==> src/rtl/ttx_pkg.sv <==
// Shared constants and helpers for the transmit line-coding path
package ttx_pkg;

  // Datapath shape
  localparam int BYTES_DEF = 2; // Bytes per fabric word
  localparam int FIFO_DEPTH = 4; // Transmit FIFO entries
  localparam int LANE_W = 11; // Per-byte field: val, mode, k, data
  localparam int LANE_K_BIT = 8;
  localparam int LANE_MODE_BIT = 9;
  localparam int LANE_VAL_BIT = 10;

  // Register map, byte addresses
  localparam int AXI_AW = 8;
  localparam logic [7:0] REG_CTRL = 8'h00;
  localparam logic [7:0] REG_STATUS = 8'h04;
  localparam logic [7:0] REG_IRQ_STATUS = 8'h08;
  localparam logic [7:0] REG_IRQ_ENABLE = 8'h0c;
  localparam logic [7:0] REG_IRQ_CLEAR = 8'h10;

  // Control fields
  localparam int CTRL_W = 3;
  localparam int CTRL_FIFO_BYP_BIT = 0;
  localparam int CTRL_ENC_BYP_BIT = 1;
  localparam int CTRL_LSB_FIRST_BIT = 2;
  localparam logic [2:0] CTRL_RESET = 3'h0;

  // Status fields
  localparam int STATUS_RD_BIT = 0;
  localparam int STATUS_BUSY_BIT = 1;
  localparam int STATUS_LEVEL_LSB = 4;

  // Interrupt fields
  localparam int IRQ_W = 3;
  localparam int IRQ_OVF_BIT = 0;
  localparam int IRQ_UNF_BIT = 1;
  localparam int IRQ_KERR_BIT = 2;
  localparam logic [2:0] IRQ_RESET = 3'h0;

  // Running disparity: low means negative
  localparam logic RD_RESET = 1'b0;
  localparam logic [4:0] K28_LOW = 5'h1c;

  // Bus responses
  localparam logic [1:0] RESP_OKAY = 2'h0;
  localparam logic [1:0] RESP_SLVERR = 2'h2;

  // True for the twelve legal control codes
  function automatic logic ttx_is_valid_k(input logic [7:0] d);
    return (d[4:0] == K28_LOW) || (d == 8'hf7) || (d == 8'hfb) ||
           (d == 8'hfd) || (d == 8'hfe);
  endfunction

endpackage

==> src/rtl/ttx_path.sv <==
// Transmit path: FIFO, byte serializing, 8B/10B and disparity control
//
// How it works
// Running disparity starts negative after reset
// Per-byte force sets disparity to chosen value
// Current running disparity always on output
// Mode and value bits steer each byte
// Invert request emits opposite-disparity character
// Fabric clock locked to reference clock
// Transmit FIFO holds exactly four words
// Overflow and underflow reported on outputs
// Control bit bypasses the FIFO entirely
// Byte order selectable, MSB or LSB first
// Control bit bypasses the encoder, raw out
// Full standard code table, data and control
// Eight bits plus K give ten bits
// K flag chooses control versus data encoding
// Illegal control byte raises error flag
// Disparity tracks each encoded character
// Write-full overflow, read-empty underflow flags
`timescale 1ns/1ps
module ttx_path
  import ttx_pkg::*;
#(
  parameter int BYTES = BYTES_DEF
) (
  input wire logic aclk,
  input wire logic aresetn,
  input wire logic [AXI_AW-1:0] s_axi_awaddr,
  input wire logic s_axi_awvalid,
  output logic s_axi_awready,
  input wire logic [31:0] s_axi_wdata,
  input wire logic [3:0] s_axi_wstrb,
  input wire logic s_axi_wvalid,
  output logic s_axi_wready,
  output logic [1:0] s_axi_bresp,
  output logic s_axi_bvalid,
  input wire logic s_axi_bready,
  input wire logic [AXI_AW-1:0] s_axi_araddr,
  input wire logic s_axi_arvalid,
  output logic s_axi_arready,
  output logic [31:0] s_axi_rdata,
  output logic [1:0] s_axi_rresp,
  output logic s_axi_rvalid,
  input wire logic s_axi_rready,
  input wire logic tx_valid,
  input wire logic [BYTES*8-1:0] tx_data,
  input wire logic [BYTES-1:0] tx_char_is_k,
  input wire logic [BYTES-1:0] tx_disparity_force_mode,
  input wire logic [BYTES-1:0] tx_disparity_force_value,
  output logic tx_fifo_overflow,
  output logic tx_fifo_underflow,
  output logic tx_control_code_error,
  output logic tx_running_disparity_out,
  input wire logic ser_ready,
  output logic ser_valid,
  output logic [9:0] ser_char,
  output logic irq
);

  localparam int IW = (BYTES > 1) ? $clog2(BYTES) : 1;
  localparam int EW = BYTES * LANE_W;
  localparam int LW = $clog2(FIFO_DEPTH) + 1;

  // Byte lanes of one, two, four or eight only
  if (BYTES != 1 && BYTES != 2 && BYTES != 4 && BYTES != 8) begin : g_bad
    $error("ttx_path: BYTES must be 1, 2, 4 or 8");
  end

  ////////////////////////////////////////////////////////////////////////
  // Declarations
  logic [CTRL_W-1:0] ctrl_reg; // Bypass and order controls
  logic fifo_byp;
  logic enc_byp;
  logic lsb_first;
  logic [IRQ_W-1:0] irq_st_reg; // Sticky events
  logic [IRQ_W-1:0] irq_en_reg; // Event mask
  logic [IRQ_W-1:0] irq_ev; // Events this cycle
  logic [IRQ_W-1:0] irq_clr; // Clear strobe from software
  logic rd_reg; // Running disparity, high is positive
  logic stage_valid_reg; // Word being serialized
  logic [EW-1:0] stage_word_reg;
  logic [IW-1:0] idx_reg; // Position within the word
  logic [EW-1:0] entry_in; // Packed fabric word
  logic [EW-1:0] fifo_rd_data;
  logic fifo_full;
  logic fifo_empty;
  logic fifo_wr;
  logic fifo_rd;
  logic fifo_ovf;
  logic [LW-1:0] fifo_level;
  logic take; // Serializer consumes a character
  logic last; // Final byte of the word
  logic stage_free;
  logic load;
  logic byp_ovf;
  logic [IW-1:0] sel;
  logic [LANE_W-1:0] lane;
  logic [7:0] cur_data;
  logic cur_k;
  logic cur_mode;
  logic cur_val;
  logic rd_used; // Disparity the byte is encoded against
  logic [9:0] enc_code;
  logic enc_rd_out;
  logic enc_kerr;
  logic ser_valid_reg;
  logic [9:0] ser_char_reg;
  logic kerr_reg;
  logic unf_reg;
  logic ovf_reg;
  logic aw_held_reg; // Write address waiting for data
  logic [AXI_AW-1:0] awaddr_reg;
  logic w_held_reg; // Write data waiting for address
  logic [31:0] wdata_reg;
  logic [3:0] wstrb_reg;
  logic bvalid_reg;
  logic [1:0] bresp_reg;
  logic rvalid_reg;
  logic [31:0] rdata_reg;
  logic [1:0] rresp_reg;
  logic aw_got;
  logic w_got;
  logic do_write;
  logic [AXI_AW-1:0] wr_addr;
  logic [31:0] wr_data;
  logic wr_lo; // Low byte lane enabled
  logic [31:0] rd_mux;
  logic rd_hit;

  assign fifo_byp = ctrl_reg[CTRL_FIFO_BYP_BIT];
  assign enc_byp = ctrl_reg[CTRL_ENC_BYP_BIT];
  assign lsb_first = ctrl_reg[CTRL_LSB_FIRST_BIT];

  ////////////////////////////////////////////////////////////////////////
  // Pack fabric byte lanes with their control bits
  for (genvar i = 0; i < BYTES; i++) begin : g_pack
    assign entry_in[i*LANE_W +: LANE_W] = {tx_disparity_force_value[i],
      tx_disparity_force_mode[i], tx_char_is_k[i], tx_data[i*8 +: 8]};
  end

  // Fabric shares aclk, so the phase allowance is met by design
  ttx_fifo #(.WIDTH(EW), .DEPTH(FIFO_DEPTH)) u_fifo (
    .aclk(aclk),
    .aresetn(aresetn),
    .wr_en(fifo_wr),
    .wr_data(entry_in),
    .full(fifo_full),
    .rd_en(fifo_rd),
    .rd_data(fifo_rd_data),
    .empty(fifo_empty),
    .level(fifo_level),
    .overflow(fifo_ovf)
  );

  ////////////////////////////////////////////////////////////////////////
  // Flow between fabric, FIFO and the serializing stage
  assign take = ser_ready && stage_valid_reg;
  assign last = take && (idx_reg == IW'(BYTES - 1));
  assign stage_free = !stage_valid_reg || last;
  assign fifo_wr = tx_valid && !fifo_byp;
  assign fifo_rd = stage_free && !fifo_byp && !fifo_empty;
  // Bypass loads the stage straight from the fabric
  assign load = stage_free && (fifo_byp ? tx_valid : !fifo_empty);
  // Without the FIFO a word that finds the stage busy is lost
  assign byp_ovf = tx_valid && fifo_byp && !stage_free;

  // Stage register and byte position
  always_ff @(posedge aclk) begin
    if (!aresetn) begin
      stage_valid_reg <= 1'b0;
      stage_word_reg <= '0;
      idx_reg <= '0;
    end else if (load) begin
      stage_valid_reg <= 1'b1;
      stage_word_reg <= fifo_byp ? entry_in : fifo_rd_data;
      idx_reg <= '0;
    end else if (last) begin
      stage_valid_reg <= 1'b0;
    end else if (take) begin
      idx_reg <= idx_reg + 1'b1;
    end
  end

  // Lane selection gives the byte order on the line
  assign sel = lsb_first ? idx_reg : IW'(BYTES - 1) - idx_reg;
  assign lane = stage_word_reg[sel*LANE_W +: LANE_W];
  assign cur_data = lane[7:0];
  assign cur_k = lane[LANE_K_BIT];
  assign cur_mode = lane[LANE_MODE_BIT];
  assign cur_val = lane[LANE_VAL_BIT];

  // Force takes the value; else value high inverts the running one
  assign rd_used = cur_mode ? cur_val : (rd_reg ^ cur_val);

  ttx_enc8b10b u_enc (
    .data(cur_data),
    .is_k(cur_k),
    .rd_in(rd_used),
    .code(enc_code),
    .rd_out(enc_rd_out),
    .kerr(enc_kerr)
  );

  ////////////////////////////////////////////////////////////////////////
  // Running disparity; unchanged while the encoder is bypassed
  always_ff @(posedge aclk) begin
    if (!aresetn) begin
      rd_reg <= RD_RESET;
    end else if (take && !enc_byp) begin
      rd_reg <= enc_rd_out;
    end
  end

  // Character and per-character flags toward the line and fabric
  always_ff @(posedge aclk) begin
    if (!aresetn) begin
      ser_valid_reg <= 1'b0;
      ser_char_reg <= '0;
      kerr_reg <= 1'b0;
    end else begin
      ser_valid_reg <= take;
      if (take) begin
        // Raw mode: K bit first, then value bit, then data
        ser_char_reg <= enc_byp ? {cur_k, cur_val, cur_data}
                                : enc_code;
      end
      kerr_reg <= take && !enc_byp && enc_kerr;
    end
  end

  // Starving serializer counts as a read from an empty FIFO
  always_ff @(posedge aclk) begin
    if (!aresetn) begin
      unf_reg <= 1'b0;
      ovf_reg <= 1'b0;
    end else begin
      unf_reg <= ser_ready && !stage_valid_reg;
      ovf_reg <= fifo_ovf || byp_ovf;
    end
  end

  assign ser_valid = ser_valid_reg;
  assign ser_char = ser_char_reg;
  assign tx_control_code_error = kerr_reg;
  assign tx_fifo_underflow = unf_reg;
  assign tx_fifo_overflow = ovf_reg;
  assign tx_running_disparity_out = rd_reg;

  ////////////////////////////////////////////////////////////////////////
  // Interrupts: a new event beats a clear in the same cycle
  assign irq_ev = {enc_kerr && take && !enc_byp,
                   ser_ready && !stage_valid_reg, fifo_ovf || byp_ovf};
  always_ff @(posedge aclk) begin
    if (!aresetn) begin
      irq_st_reg <= IRQ_RESET;
    end else begin
      irq_st_reg <= (irq_st_reg & ~irq_clr) | irq_ev;
    end
  end
  assign irq = |(irq_st_reg & irq_en_reg);

  ////////////////////////////////////////////////////////////////////////
  // AXI4-Lite write side; address and data may come in either order
  assign s_axi_awready = !aw_held_reg && !bvalid_reg;
  assign s_axi_wready = !w_held_reg && !bvalid_reg;
  assign aw_got = aw_held_reg || (s_axi_awvalid && s_axi_awready);
  assign w_got = w_held_reg || (s_axi_wvalid && s_axi_wready);
  assign do_write = aw_got && w_got && !bvalid_reg;
  assign wr_addr = aw_held_reg ? awaddr_reg : s_axi_awaddr;
  assign wr_data = w_held_reg ? wdata_reg : s_axi_wdata;
  assign wr_lo = w_held_reg ? wstrb_reg[0] : s_axi_wstrb[0];
  assign irq_clr = (do_write && wr_lo && wr_addr == REG_IRQ_CLEAR)
                   ? wr_data[IRQ_W-1:0] : '0;

  // Hold whichever half arrived first
  always_ff @(posedge aclk) begin
    if (!aresetn) begin
      aw_held_reg <= 1'b0;
      w_held_reg <= 1'b0;
      awaddr_reg <= '0;
      wdata_reg <= '0;
      wstrb_reg <= '0;
    end else if (do_write) begin
      aw_held_reg <= 1'b0;
      w_held_reg <= 1'b0;
    end else begin
      if (s_axi_awvalid && s_axi_awready) begin
        aw_held_reg <= 1'b1;
        awaddr_reg <= s_axi_awaddr;
      end
      if (s_axi_wvalid && s_axi_wready) begin
        w_held_reg <= 1'b1;
        wdata_reg <= s_axi_wdata;
        wstrb_reg <= s_axi_wstrb;
      end
    end
  end

  // Register writes and write response
  always_ff @(posedge aclk) begin
    if (!aresetn) begin
      ctrl_reg <= CTRL_RESET;
      irq_en_reg <= IRQ_RESET;
      bvalid_reg <= 1'b0;
      bresp_reg <= RESP_OKAY;
    end else if (do_write) begin
      bvalid_reg <= 1'b1;
      bresp_reg <= RESP_OKAY;
      if (wr_addr == REG_CTRL) begin
        if (wr_lo) ctrl_reg <= wr_data[CTRL_W-1:0];
      end else if (wr_addr == REG_IRQ_ENABLE) begin
        if (wr_lo) irq_en_reg <= wr_data[IRQ_W-1:0];
      end else if (wr_addr == REG_IRQ_CLEAR) begin
        bresp_reg <= RESP_OKAY;
      end else if (wr_addr != REG_STATUS && wr_addr != REG_IRQ_STATUS) begin
        bresp_reg <= RESP_SLVERR; // Unmapped
      end
    end else if (s_axi_bready) begin
      bvalid_reg <= 1'b0;
    end
  end
  assign s_axi_bvalid = bvalid_reg;
  assign s_axi_bresp = bresp_reg;

  ////////////////////////////////////////////////////////////////////////
  // Read decode; clear register reads as zero
  always_comb begin
    rd_mux = '0;
    rd_hit = 1'b1;
    if (s_axi_araddr == REG_CTRL) begin
      rd_mux[CTRL_W-1:0] = ctrl_reg;
    end else if (s_axi_araddr == REG_STATUS) begin
      rd_mux[STATUS_RD_BIT] = rd_reg;
      rd_mux[STATUS_BUSY_BIT] = stage_valid_reg;
      rd_mux[STATUS_LEVEL_LSB +: LW] = fifo_level;
    end else if (s_axi_araddr == REG_IRQ_STATUS) begin
      rd_mux[IRQ_W-1:0] = irq_st_reg;
    end else if (s_axi_araddr == REG_IRQ_ENABLE) begin
      rd_mux[IRQ_W-1:0] = irq_en_reg;
    end else if (s_axi_araddr != REG_IRQ_CLEAR) begin
      rd_hit = 1'b0;
    end
  end

  // Read channel, answer one cycle after the address
  assign s_axi_arready = !rvalid_reg;
  always_ff @(posedge aclk) begin
    if (!aresetn) begin
      rvalid_reg <= 1'b0;
      rdata_reg <= '0;
      rresp_reg <= RESP_OKAY;
    end else if (s_axi_arvalid && s_axi_arready) begin
      rvalid_reg <= 1'b1;
      rdata_reg <= rd_mux;
      rresp_reg <= rd_hit ? RESP_OKAY : RESP_SLVERR;
    end else if (s_axi_rready) begin
      rvalid_reg <= 1'b0;
    end
  end
  assign s_axi_rvalid = rvalid_reg;
  assign s_axi_rdata = rdata_reg;
  assign s_axi_rresp = rresp_reg;
endmodule // ttx_path

==> src/rtl/ttx_fifo.sv <==
// Word FIFO between fabric writes and serializer loads
`timescale 1ns/1ps
module ttx_fifo
  import ttx_pkg::*;
#(
  parameter int WIDTH = LANE_W,
  parameter int DEPTH = FIFO_DEPTH
) (
  input wire logic aclk,
  input wire logic aresetn,
  input wire logic wr_en,
  input wire logic [WIDTH-1:0] wr_data,
  output logic full,
  input wire logic rd_en,
  output logic [WIDTH-1:0] rd_data,
  output logic empty,
  output logic [$clog2(DEPTH):0] level,
  output logic overflow
);

  localparam int AW = $clog2(DEPTH);

  // Pointer scheme needs a power of two
  if (DEPTH < 2 || (1 << AW) != DEPTH) begin : g_bad_depth
    $error("ttx_fifo: DEPTH must be a power of two, at least 2");
  end

  logic [WIDTH-1:0] mem [DEPTH]; // Storage
  logic [AW:0] wr_ptr_reg; // Extra bit tells full from empty
  logic [AW:0] rd_ptr_reg;

  assign level = wr_ptr_reg - rd_ptr_reg;
  assign full = (level == (AW+1)'(DEPTH));
  assign empty = (level == '0);
  assign rd_data = mem[rd_ptr_reg[AW-1:0]];
  // Write into a full FIFO is dropped and reported
  assign overflow = wr_en && full;

  ////////////////////////////////////////////////////////////////////////
  // Storage writes, no reset needed on data
  always_ff @(posedge aclk) begin
    if (wr_en && !full) begin
      mem[wr_ptr_reg[AW-1:0]] <= wr_data;
    end
  end

  // Pointers
  always_ff @(posedge aclk) begin
    if (!aresetn) begin
      wr_ptr_reg <= '0;
      rd_ptr_reg <= '0;
    end else begin
      if (wr_en && !full) begin
        wr_ptr_reg <= wr_ptr_reg + 1'b1;
      end
      if (rd_en && !empty) begin
        rd_ptr_reg <= rd_ptr_reg + 1'b1;
      end
    end
  end
endmodule // ttx_fifo

==> src/rtl/ttx_enc8b10b.sv <==
// Combinational 8B/10B character encoder
`timescale 1ns/1ps
module ttx_enc8b10b
  import ttx_pkg::*;
(
  input wire logic [7:0] data,
  input wire logic is_k,
  input wire logic rd_in,
  output logic [9:0] code,
  output logic rd_out,
  output logic kerr
);

  // 5b/6b codes for negative disparity, abcdei with a as MSB
  localparam logic [5:0] T6 [32] = '{
    6'h27, 6'h1d, 6'h2d, 6'h31, 6'h35, 6'h29, 6'h19, 6'h38,
    6'h39, 6'h25, 6'h15, 6'h34, 6'h0d, 6'h2c, 6'h1c, 6'h17,
    6'h1b, 6'h23, 6'h13, 6'h32, 6'h0b, 6'h2a, 6'h1a, 6'h3a,
    6'h33, 6'h26, 6'h16, 6'h36, 6'h0e, 6'h2e, 6'h1e, 6'h2b};
  // 3b/4b codes for negative disparity, fghj with f as MSB
  localparam logic [3:0] T4 [8] = '{
    4'hb, 4'h9, 4'h5, 4'hc, 4'hd, 4'ha, 4'h6, 4'he};
  localparam logic [5:0] K28_6B = 6'h0f;
  localparam logic [3:0] ALT7_4B = 4'h7;

  logic [4:0] x; // Low five bits
  logic [2:0] y; // High three bits
  logic k28; // Special six-bit group
  logic [5:0] b6; // Six-bit before polarity choice
  logic [5:0] c6;
  logic rd_mid; // Disparity between sub-blocks
  logic alt7; // Alternate x.7 to avoid run length five
  logic [3:0] b4;
  logic [3:0] c4;

  assign x = data[4:0];
  assign y = data[7:5];
  assign k28 = is_k && (x == K28_LOW);
  assign kerr = is_k && !ttx_is_valid_k(data);

  ////////////////////////////////////////////////////////////////////////
  // Both sub-blocks pick a polarity from the disparity they see
  always_comb begin
    // Data versus control lookup
    b6 = k28 ? K28_6B : T6[x];
    // Unbalanced groups and x=7 flip under positive disparity
    c6 = (rd_in && (($countones(b6) != 3) || (!k28 && x == 5'd7)))
         ? ~b6 : b6;
    rd_mid = rd_in ^ ($countones(b6) != 3);
    alt7 = is_k ||
           (!rd_mid && (x == 5'd17 || x == 5'd18 || x == 5'd20)) ||
           (rd_mid && (x == 5'd11 || x == 5'd13 || x == 5'd14));
    b4 = (y == 3'd7 && alt7) ? ALT7_4B : T4[y];
    if ((rd_mid && (($countones(b4) != 2) || y == 3'd3)) ||
        (k28 && !rd_mid && ($countones(b4) == 2) && y != 3'd3)) begin
      c4 = ~b4;
    end else begin
      c4 = b4;
    end
    rd_out = rd_mid ^ ($countones(c4) != 2);
  end

  // Nine inputs give one ten-bit character, a sent first
  assign code = {c6, c4};

endmodule // ttx_enc8b10b

==> config.mk <==
export PLATFORM = sky130hd
export DESIGN_NAME = ttx_path
export DESIGN_NICKNAME = d
export VERILOG_FILES = /design/src/rtl/ttx_pkg.sv /design/src/rtl/ttx_path.sv /design/src/rtl/ttx_fifo.sv /design/src/rtl/ttx_enc8b10b.sv
export SDC_FILE = /design/constraint.sdc
export NUM_CORES = 1
export LEC_CHECK = 0
export ABC_CLOCK_PERIOD_IN_PS = 12300
export BUFFER_PORTS_ARGS = -buffer_cell sky130_fd_sc_hd__buf_2
export CAP_MARGIN = 25
export CORE_ASPECT_RATIO = 1.1
export CORE_MARGIN = 5
export CORE_UTILIZATION = 51
export DETAILED_ROUTE_END_ITERATION = 16
export GPL_ROUTABILITY_DRIVEN = 0
export PLACE_DENSITY = 0.79
export SLEW_MARGIN = 20
export SYNTH_ARGS = -nofsm -noshare
export SYNTH_HDL_FRONTEND = slang
export SYNTH_SLANG_ARGS = --single-unit
==> constraint.sdc <==
create_clock -name aclk -period 12.3 [get_ports aclk]
set_clock_uncertainty 0.2 [all_clocks]
set_input_delay 0.615 -clock aclk [delete_from_list [all_inputs] [get_ports aclk]]
set_output_delay 0.615 -clock aclk [all_outputs]
set_load 0.02 [all_outputs]
==> flow_metrics.env, run 1 <==
export IMPL_cpMostUsedCell="ha_1"
export IMPL_ios=140
export IMPL_rsz0062_at_grt="no"
export IMPL_cp_top_family="adder cells"
export IMPL_finalSetupTns_ns=0
export IMPL_final_cell_mix="edfxtp_1, dfxtp_1, buf_2, mux2i_1, nand2_1"
export IMPL_drv_slew=0
export IMPL_nets=897
export IMPL_hold_viol=0
export IMPL_crit_path_end_kind="flop"
export IMPL_maxSlewHeadroom_pct=34.7
export IMPL_async_flop_share_pct=0
export IMPL_ys_warn_count=0
export IMPL_fin_crit_sh_pct=73.6
export IMPL_cts_tree="built"
export IMPL_clk_pin_slew_ns=0.07
export IMPL_avgViaCountPerCell=5.74
export IMPL_startpoint_type="flop"
export IMPL_wl_per_cell_um=17.7
export IMPL_core_area_sq_um=16400
export IMPL_postSynthAreaPerCell_sq_um=11.9
export IMPL_die_y_um=146
export IMPL_cts_root_buf="clkbuf_16"
export IMPL_synth_seq_cells=168
export IMPL_r2r_end="tx_running_disparity_out"
export IMPL_dieArea_sq_um=19500
export IMPL_std_cell_rows=49
export IMPL_met2_length_mm=8.84
export IMPL_reg2reg_depth=31
export IMPL_outcome="finished clean"
export IMPL_fmax_ghz=0.110
export IMPL_hp_class="in -> reg"
export IMPL_crit_path_max_incr_delay_ns=0.79
export IMPL_crit_required_ns=12.45
export IMPL_netlist_instances=717
export IMPL_multi_input_area_sq_um=3980
export IMPL_synth_edf_count=88
export IMPL_grt_pass1_wl_mm=28.9
export IMPL_fillCellCount=1289
export IMPL_syn_to_final_growth_pct=12.6
export IMPL_dp_cells=972
export IMPL_start_util_pct=52.0
export IMPL_vias=5764
export IMPL_crit_slowest_cell="xnor2_4"
export IMPL_r2r_start="ctrl_reg[2]"
export IMPL_clock_latency_ns=0.42
export IMPL_final_antenna_net_count=0
export IMPL_fin_cells=1004
export IMPL_holdPathEnd="u_fifo.mem[0][11]"
export IMPL_cp_arrival_ns=9.21
export IMPL_grt_max_degree=81
export IMPL_hp_start="tx_data[8]"
export IMPL_leakage_nw=3.91
export IMPL_wl_met3_um=812
export IMPL_synth_seq_area_share_pct=49.7
export IMPL_drtIter0Drc=388
export IMPL_antenna_found_initial=0
export IMPL_antenna_cells=0
export IMPL_timing_critical_path_buf_inv=2
export IMPL_worstSetupPathType="reg -> reg"
export IMPL_layout_drive_gt1_share_pct=22.3
export IMPL_holdBufCountCts=0
export IMPL_synth_distinct_cells=74
export IMPL_crit_fanout=28
export IMPL_drc=0
export IMPL_max_cap_violations=0
export IMPL_drt_met1_wl_mm=7.91
export IMPL_clock_path_buffers=2
export IMPL_max_slew_worst_pin_slew_ns=0.952
export IMPL_first_pass_iters=5
export IMPL_hold_depth=1
export IMPL_ctsResizeCount=0
export IMPL_post_cts_buffers=0
export IMPL_fin_crit_ns=9.06
export IMPL_dp_hpwl_mm=12.2
export IMPL_power_density_nw_per_um2=279
export IMPL_numPortBuffers=79
export IMPL_grt_pass1_vias=5704
export IMPL_grt_overflow_total=0
export IMPL_htree_num_levels=4
export IMPL_final_common_cell="edfxtp_1"
export IMPL_grt_usage_pct=18.4
export IMPL_die_w_um=133
export IMPL_rrSetupSlack_ns=3.24
export IMPL_routed_top_layer="met4"
export IMPL_finalSetupViolCount=0
export IMPL_largest_reg_flops=88
export IMPL_vdd_drop_max_v=0.000135
export IMPL_regArea_sq_um=4240
export IMPL_synth_main_ff_cell="edfxtp_1"
export IMPL_wl_mm=17.8
export IMPL_cts_made_buffers=17
export IMPL_clock_sinks=168
export IMPL_netlist_area_sq_um=8550
per-stage QoR:
step	setup WS (ns)	total power, mW	util, %	instance area [sq um]	hold slack (ns)
after floorplan	4.48	1.85	-	8650	0.272
after global placement	3.43	2.09	54.6	8970	0.250
after detailed placement	3.31	2.15	55.0	9030	0.256
after CTS	3.26	2.68	58.6	9630	0.213
after global routing	2.60	2.88	58.6	9630	0.216
final	3.24	2.69	58.6	9630	0.225
power by group:
group          leakage, nW  total, mW  switching, mW  internal, mW
combinational         2.15       1.37          0.774         0.591
clock                0.292      0.529          0.237         0.291
sequential            1.46      0.791         0.0847         0.707
worst max path at each step:
| stage | slack (ns) | start | cells past startpoint | to |
|---|---|---|---|---|
| floorplan | 4.48 | ctrl_reg[2] | 32 | tx_running_disparity_out |
| global placement | 3.43 | ctrl_reg[2] | 29 | tx_running_disparity_out |
| detailed placement | 3.31 | ctrl_reg[2] | 31 | tx_running_disparity_out |
| CTS | 3.26 | ctrl_reg[2] | 31 | tx_running_disparity_out |
| global route | 2.60 | ctrl_reg[2] | 31 | tx_running_disparity_out |
| finish | 3.24 | ctrl_reg[2] | 31 | tx_running_disparity_out |
final cells by class:
cell class | count | area share, %
clock buffers | 17 | 4.42
clock inverters | 15 | 1.75
inverters | 16 | 0.624
multi-input cells | 496 | 41.4
flip-flops and latches | 168 | 44.1
well taps | 204 | 2.65
repair buffers | 88 | 5.08
worst register-to-register path: cells and delay by family, from the launching register on:
kind,cells,cell delay (ns)
DFF,1,0.41
adders and majority gates,8,2.76
xor gates and xnor gates,2,1.00
and+or+nand+nor,8,1.69
buffers and inverters,2,0.41
muxes,2,0.95
AOI/OAI and AO/OA,9,1.61
Yosys cell counts (3+ instances only):
| cell | instances | share of area [%] |
|---|---|---|
| nor2b_1 | 30 | 2.2 |
| ha_1 | 22 | 3.2 |
| nor4_1 | 3 | 0.22 |
| inv_1 | 16 | 0.70 |
| buf_1 | 7 | 0.31 |
| nor2_1 | 26 | 1.1 |
| o211a_1 | 24 | 2.8 |
| nor3b_1 | 4 | 0.35 |
| nand2b_1 | 8 | 0.59 |
| a211oi_1 | 3 | 0.26 |
| nor3_1 | 13 | 0.76 |
| a21boi_0 | 7 | 0.61 |
| nand4b_1 | 3 | 0.31 |
| o211ai_1 | 3 | 0.26 |
| mux2i_1 | 63 | 7.4 |
| nand2_1 | 63 | 2.8 |
| and2_1 | 12 | 0.88 |
| xnor2_1 | 12 | 1.2 |
| mux2_2 | 10 | 1.3 |
| buf_4 | 28 | 2.5 |
| and3_1 | 8 | 0.59 |
| a21oi_1 | 23 | 1.3 |
| a31o_2 | 3 | 0.31 |
| a211o_1 | 3 | 0.31 |
| fa_1 | 5 | 1.2 |
| edfxtp_1 | 88 | 31 |
| clkbuf_1 | 24 | 1.1 |
| or3_1 | 3 | 0.22 |
| a221o_1 | 4 | 0.47 |
| o21ai_0 | 24 | 1.4 |
| buf_2 | 3 | 0.18 |
| mux4_2 | 24 | 6.3 |
| xor2_1 | 8 | 0.82 |
| nand3_1 | 10 | 0.59 |
| dfxtp_1 | 80 | 19 |
kinds of logic (layout without fill, tap and decap cells):
| kind of cell | after synthesis | count (layout) | synth area share, % |
|---|---|---|---|
| AND/OR/NAND/NOR | 197 | 197 | 11.9 |
| flip-flops | 168 | 168 | 49.7 |
| other | 1 | 28 | 0.0439 |
| XOR/XNOR | 22 | 22 | 2.56 |
| multiplexers | 99 | 99 | 15.4 |
| adder cells (fa/ha/maj) | 27 | 27 | 4.39 |
| AO/OA/AOI/OAI | 123 | 123 | 11.1 |
| buffers and inverters | 80 | 136 | 4.96 |
layer usage:
| metal | up-vias | GRT usage, % |
|---|---|---|
| li1 | 2748 | - |
| met1 | 2835 | 24.3 |
| met2 | 166 | 30.8 |
| met3 | 15 | 3.77 |
| met4 | 0 | 5.25 |
| met5 | - | 0 |
(Power assumes the default switching activity.)
==> run 2, diff against run 1 <==
--- a/config.mk
+++ b/config.mk
@@ -5,7 +5,7 @@
 export SDC_FILE = /design/constraint.sdc
 export NUM_CORES = 1
 export LEC_CHECK = 0
-export ABC_CLOCK_PERIOD_IN_PS = 12300
+export ABC_CLOCK_PERIOD_IN_PS = 8200
 export BUFFER_PORTS_ARGS = -buffer_cell sky130_fd_sc_hd__buf_2
 export CAP_MARGIN = 25
 export CORE_ASPECT_RATIO = 1.1
@@ -13,7 +13,7 @@
 export CORE_UTILIZATION = 51
 export DETAILED_ROUTE_END_ITERATION = 16
 export GPL_ROUTABILITY_DRIVEN = 0
-export PLACE_DENSITY = 0.79
+export PLACE_DENSITY = 0.82
 export SLEW_MARGIN = 20
 export SYNTH_ARGS = -nofsm -noshare
 export SYNTH_HDL_FRONTEND = slang
==> constraint.sdc (replaced) <==
create_clock -name aclk -period 8.2 [get_ports aclk]
set_clock_uncertainty 0.2 [all_clocks]
set_input_delay 0.41 -clock aclk [delete_from_list [all_inputs] [get_ports aclk]]
set_output_delay 0.41 -clock aclk [all_outputs]
set_load 0.02 [all_outputs]
==> flow_metrics.env, run 2 (synthesized netlist as in run 1, its figures left out) <==
export IMPL_outcome="finished clean"
export IMPL_hp_class="in -> reg"
export IMPL_crit_slowest_cell="or4bb_1"
export IMPL_antenna_found_initial=0
export IMPL_syn_to_final_growth_pct=15.4
export IMPL_fin_cells=1029
export IMPL_final_cell_mix="edfxtp_1, buf_2, dfxtp_1, nand2_1, mux2i_1"
export IMPL_cp_arrival_ns=7.92
export IMPL_die_w_um=133
export IMPL_max_cap_violations=0
export IMPL_hold_viol=0
export IMPL_max_slew_worst_pin_slew_ns=0.742
export IMPL_htree_num_levels=4
export IMPL_final_common_cell="edfxtp_1"
export IMPL_std_cell_rows=49
export IMPL_clock_sinks=168
export IMPL_start_util_pct=52.0
export IMPL_cpMostUsedCell="ha_1"
export IMPL_grt_max_degree=81
export IMPL_fin_crit_sh_pct=94.7
export IMPL_final_antenna_net_count=0
export IMPL_layout_drive_gt1_share_pct=23.8
export IMPL_finalSetupViolCount=0
export IMPL_largest_reg_flops=88
export IMPL_maxSlewHeadroom_pct=50.4
export IMPL_antenna_cells=0
export IMPL_crit_path_max_incr_delay_ns=0.53
export IMPL_ios=140
export IMPL_clock_path_buffers=2
export IMPL_finalSetupTns_ns=0
export IMPL_clock_latency_ns=0.43
export IMPL_worstSetupPathType="reg -> reg"
export IMPL_dp_cells=980
export IMPL_nets=922
export IMPL_die_y_um=146
export IMPL_grt_pass1_wl_mm=29.3
export IMPL_rsz0062_at_grt="no"
export IMPL_core_area_sq_um=16400
export IMPL_dp_hpwl_mm=12.3
export IMPL_dieArea_sq_um=19500
export IMPL_vias=5861
export IMPL_startpoint_type="flop"
export IMPL_vdd_drop_max_v=0.000336
export IMPL_crit_path_end_kind="flop"
export IMPL_drtIter0Drc=434
export IMPL_avgViaCountPerCell=5.70
export IMPL_cts_tree="built"
export IMPL_crit_required_ns=8.35
export IMPL_first_pass_iters=5
export IMPL_grt_pass1_vias=5666
export IMPL_drc=0
export IMPL_fin_crit_ns=7.77
export IMPL_wl_per_cell_um=17.4
export IMPL_wl_mm=17.9
export IMPL_fmax_ghz=0.129
export IMPL_cts_made_buffers=17
export IMPL_leakage_nw=4.01
export IMPL_crit_fanout=6
export IMPL_numPortBuffers=79
export IMPL_grt_overflow_total=0
export IMPL_power_density_nw_per_um2=419
export IMPL_clk_pin_slew_ns=0.07
export IMPL_grt_usage_pct=18.7
export IMPL_cts_root_buf="clkbuf_16"
export IMPL_drv_slew=0
run 2: changes by cell type in the layout (fill, tap and decap cells not counted), moves of 2 or more:
cell,delta
buf_4,+12
clkinv_8,+3
dfxtp_1,-2
dfxtp_2,+2
dlygate4sd3_1,+13
mux2i_1,-2
mux2i_2,+2
run 2: worst paths after layout:
| check | cells past startpoint | slack, ns | from | to |
|---|---|---|---|---|
| hold / removal | 1 | 0.02 | tx_disparity_force_mode[1] | u_fifo.mem[3][20] |
| setup reg to reg | 30 | 0.43 | idx_reg | tx_running_disparity_out |
| hold reg to reg | 2 | 0.26 | s_axi_rdata[2] | s_axi_rdata[2] |
| setup / recovery | 30 | 0.43 | idx_reg | tx_running_disparity_out |
run 2: metal layers:
layer	part of all wire, %	track usage [%]
met4	1.8	6.58
met2	49	29.7
met5	0	0
met3	5.5	5.12
met1	44	24.8
run 2: critical path, delay by kind of cell (launching register included):
family | cells | cell delay, ns
mux | 2 | 0.35
flops | 1 | 0.37
compound gates | 9 | 1.66
simple gates | 7 | 1.51
fa+ha+maj | 8 | 2.83
buf+inv | 2 | 0.28
xor+xnor | 2 | 0.47
run 2: where the power goes:
| group | switching [mW] | internal (mW) | leakage (nW) |
|---|---|---|---|
| Combinational | 1.19 | 0.982 | 2.25 |
| Sequential | 0.123 | 1.06 | 1.46 |
| Clock | 0.372 | 0.410 | 0.292 |
run 2: metrics by stage:
step	hold slack, ns	total power, mW	worst slack, ns	area (sq um)	util (%)
after global routing	-0.0000242	4.45	0.0501	9860	60.0
after CTS	0.000315	4.03	0.184	9760	59.4
after detailed placement	0.257	3.23	0.221	9090	55.3
after global placement	0.252	3.15	0.414	9040	55.0
final	0.0181	4.14	0.434	9860	60.0
after floorplan	0.272	2.78	0.381	8650	-
run 2: final cells by class:
class,count,area (sq um)
Fill cell,1281,6570
Tap cell,204,255
Sequential cell,168,4250
Clock buffer,17,425
Clock inverter,15,165
Timing Repair Buffer,113,713
Multi-Input combinational cell,496,4000
Inverter,16,60.1
run 2: what timing repair did:
item | CTS | global route
endpoints found under the hold margin | 32 | 12
resized for setup | 0 | 6
hold buffers | 8 | 5
setup buffers | 0 | 3
endpoints found under the setup margin | 0 | 1
==> run 3, diff against run 2 <==
--- a/config.mk
+++ b/config.mk
@@ -12,7 +12,6 @@
 export CORE_MARGIN = 5
 export CORE_UTILIZATION = 51
 export DETAILED_ROUTE_END_ITERATION = 16
-export GPL_ROUTABILITY_DRIVEN = 0
 export PLACE_DENSITY = 0.82
 export SLEW_MARGIN = 20
 export SYNTH_ARGS = -nofsm -noshare
==> constraint.sdc (replaced) <==
create_clock -name aclk -period 8.2 [get_ports aclk]
set_clock_uncertainty 0.2 [all_clocks]
set_input_delay 0 -clock aclk [delete_from_list [all_inputs] [get_ports aclk]]
set_output_delay 0 -clock aclk [all_outputs]
set_load 0.02 [all_outputs]
==> flow_metrics.env, run 3 (synthesized netlist as in run 1, its figures left out) <==
export IMPL_outcome="finished clean"
export IMPL_grt_overflow_total=0
export IMPL_avgViaCountPerCell=5.76
export IMPL_maxSlewHeadroom_pct=50.6
export IMPL_clock_path_buffers=2
export IMPL_die_y_um=146
export IMPL_grt_max_degree=81
export IMPL_grt_pass1_vias=6088
export IMPL_syn_to_final_growth_pct=20.8
export IMPL_finalSetupViolCount=0
export IMPL_numPortBuffers=79
export IMPL_cp_arrival_ns=7.84
export IMPL_final_cell_mix="edfxtp_1, dfxtp_1, buf_2, nand2_1, mux2i_1"
export IMPL_antenna_cells=0
export IMPL_fillCellCount=1203
export IMPL_clock_latency_ns=0.43
export IMPL_vdd_drop_max_v=0.000317
export IMPL_worstSetupPathType="reg -> reg"
export IMPL_hold_viol=0
export IMPL_hp_class="in -> reg"
export IMPL_gp_congestion=0.894
export IMPL_std_cell_rows=49
export IMPL_clock_sinks=168
export IMPL_fin_crit_ns=7.69
export IMPL_power_density_nw_per_um2=407
export IMPL_htree_num_levels=4
export IMPL_antenna_found_initial=0
export IMPL_vias=6166
export IMPL_start_util_pct=52.0
export IMPL_grt_usage_pct=20.3
export IMPL_drtIter0Drc=502
export IMPL_crit_path_end_kind="flop"
export IMPL_crit_slowest_cell="or4bb_1"
export IMPL_layout_drive_gt1_share_pct=22.5
export IMPL_cts_tree="built"
export IMPL_cts_root_buf="clkbuf_16"
export IMPL_crit_required_ns=8.35
export IMPL_largest_reg_flops=88
export IMPL_fmax_ghz=0.130
export IMPL_fin_crit_sh_pct=93.8
export IMPL_final_antenna_net_count=0
export IMPL_cpMostUsedCell="ha_1"
export IMPL_max_slew_worst_pin_slew_ns=0.740
export IMPL_ios=140
export IMPL_startpoint_type="flop"
export IMPL_dp_cells=980
export IMPL_core_area_sq_um=16400
export IMPL_wl_per_cell_um=18.3
export IMPL_first_pass_iters=5
export IMPL_crit_fanout=6
export IMPL_wl_mm=19.5
export IMPL_drv_slew=0
export IMPL_clk_pin_slew_ns=0.07
export IMPL_nets=963
export IMPL_max_cap_violations=0
export IMPL_die_w_um=133
export IMPL_grt_pass1_wl_mm=31.6
export IMPL_final_common_cell="edfxtp_1"
export IMPL_dieArea_sq_um=19500
export IMPL_fin_cells=1070
export IMPL_dp_hpwl_mm=12.3
export IMPL_drc=0
export IMPL_cts_made_buffers=17
export IMPL_finish_utilization_pct=62.8
export IMPL_leakage_nw=4.20
export IMPL_crit_path_max_incr_delay_ns=0.54
-- run 3: final cells by class --
cell class                 instances  area, sq um  share of cell area [%]
clock inverter                    15          195                    1.89
clock buffer                      17          425                    4.12
inverter                          16         60.1                   0.582
tap                              204          255                    2.47
sequential                       168         4250                    41.1
multi-input combinational        496         4010                    38.8
timing repair buffer             154         1140                    11.0
-- run 3: path summary, 6_finish.rpt --
check        slack (ns)                       end            start  cells past startpoint
min reg2reg        0.26            s_axi_rdata[2]   s_axi_rdata[2]                      2
min                0.04            s_axi_rdata[6]  s_axi_araddr[6]                      6
max reg2reg        0.51  tx_running_disparity_out          idx_reg                     29
max                0.51  tx_running_disparity_out          idx_reg                     29
-- run 3: what timing repair did --
action | CTS | global route
hold endpoints to repair | 151 | 0
setup buffers | 0 | 3
endpoints found under the setup margin | 0 | 1
hold buffers | 54 | 0
resized for setup | 0 | 6
-- run 3: stage by stage --
stage               setup TNS (ns)  setup slack [ns]  cell area, sq um  hold WS (ns)  power [mW]
finish                           0             0.506             10300        0.0368        4.20
global placement                 0             0.363              9040        0.0345        3.15
floorplan                        0             0.381              8650        -0.101        2.78
CTS                              0             0.143             10200       0.00115        4.08
detailed placement               0             0.221              9090        0.0415        3.22
global route               -0.0108           -0.0108             10300        0.0669        4.52
-- run 3: per-layer routing --
metal / up-vias / global-route usage [%] / wire [um] / share of wire (%)
met4: 0 / 8.54 / 611 / 3.1
li1: 2884 / - / - / -
met3: 59 / 3.67 / 1080 / 5.5
met1: 2985 / 25.4 / 8160 / 42
met5: - / 0 / 0 / 0
met2: 238 / 34.6 / 9690 / 50
-- run 3: where the power goes --
group	internal, mW	switching [mW]
sequential	1.06	0.130
combinational	0.988	1.20
clock	0.443	0.380
total	2.49	1.71
-- run 3: critical path: cells and delay by family, from the launching register on --
kind                     cells  cell delay, ns
AO/OA/AOI/OAI                8            1.36
XOR/XNOR                     2            0.56
adder cells (fa/ha/maj)      8            2.80
buffers and inverters        1            0.18
flip-flops                   1            0.39
multiplexers                 2            0.25
AND/OR/NAND/NOR              8            1.87
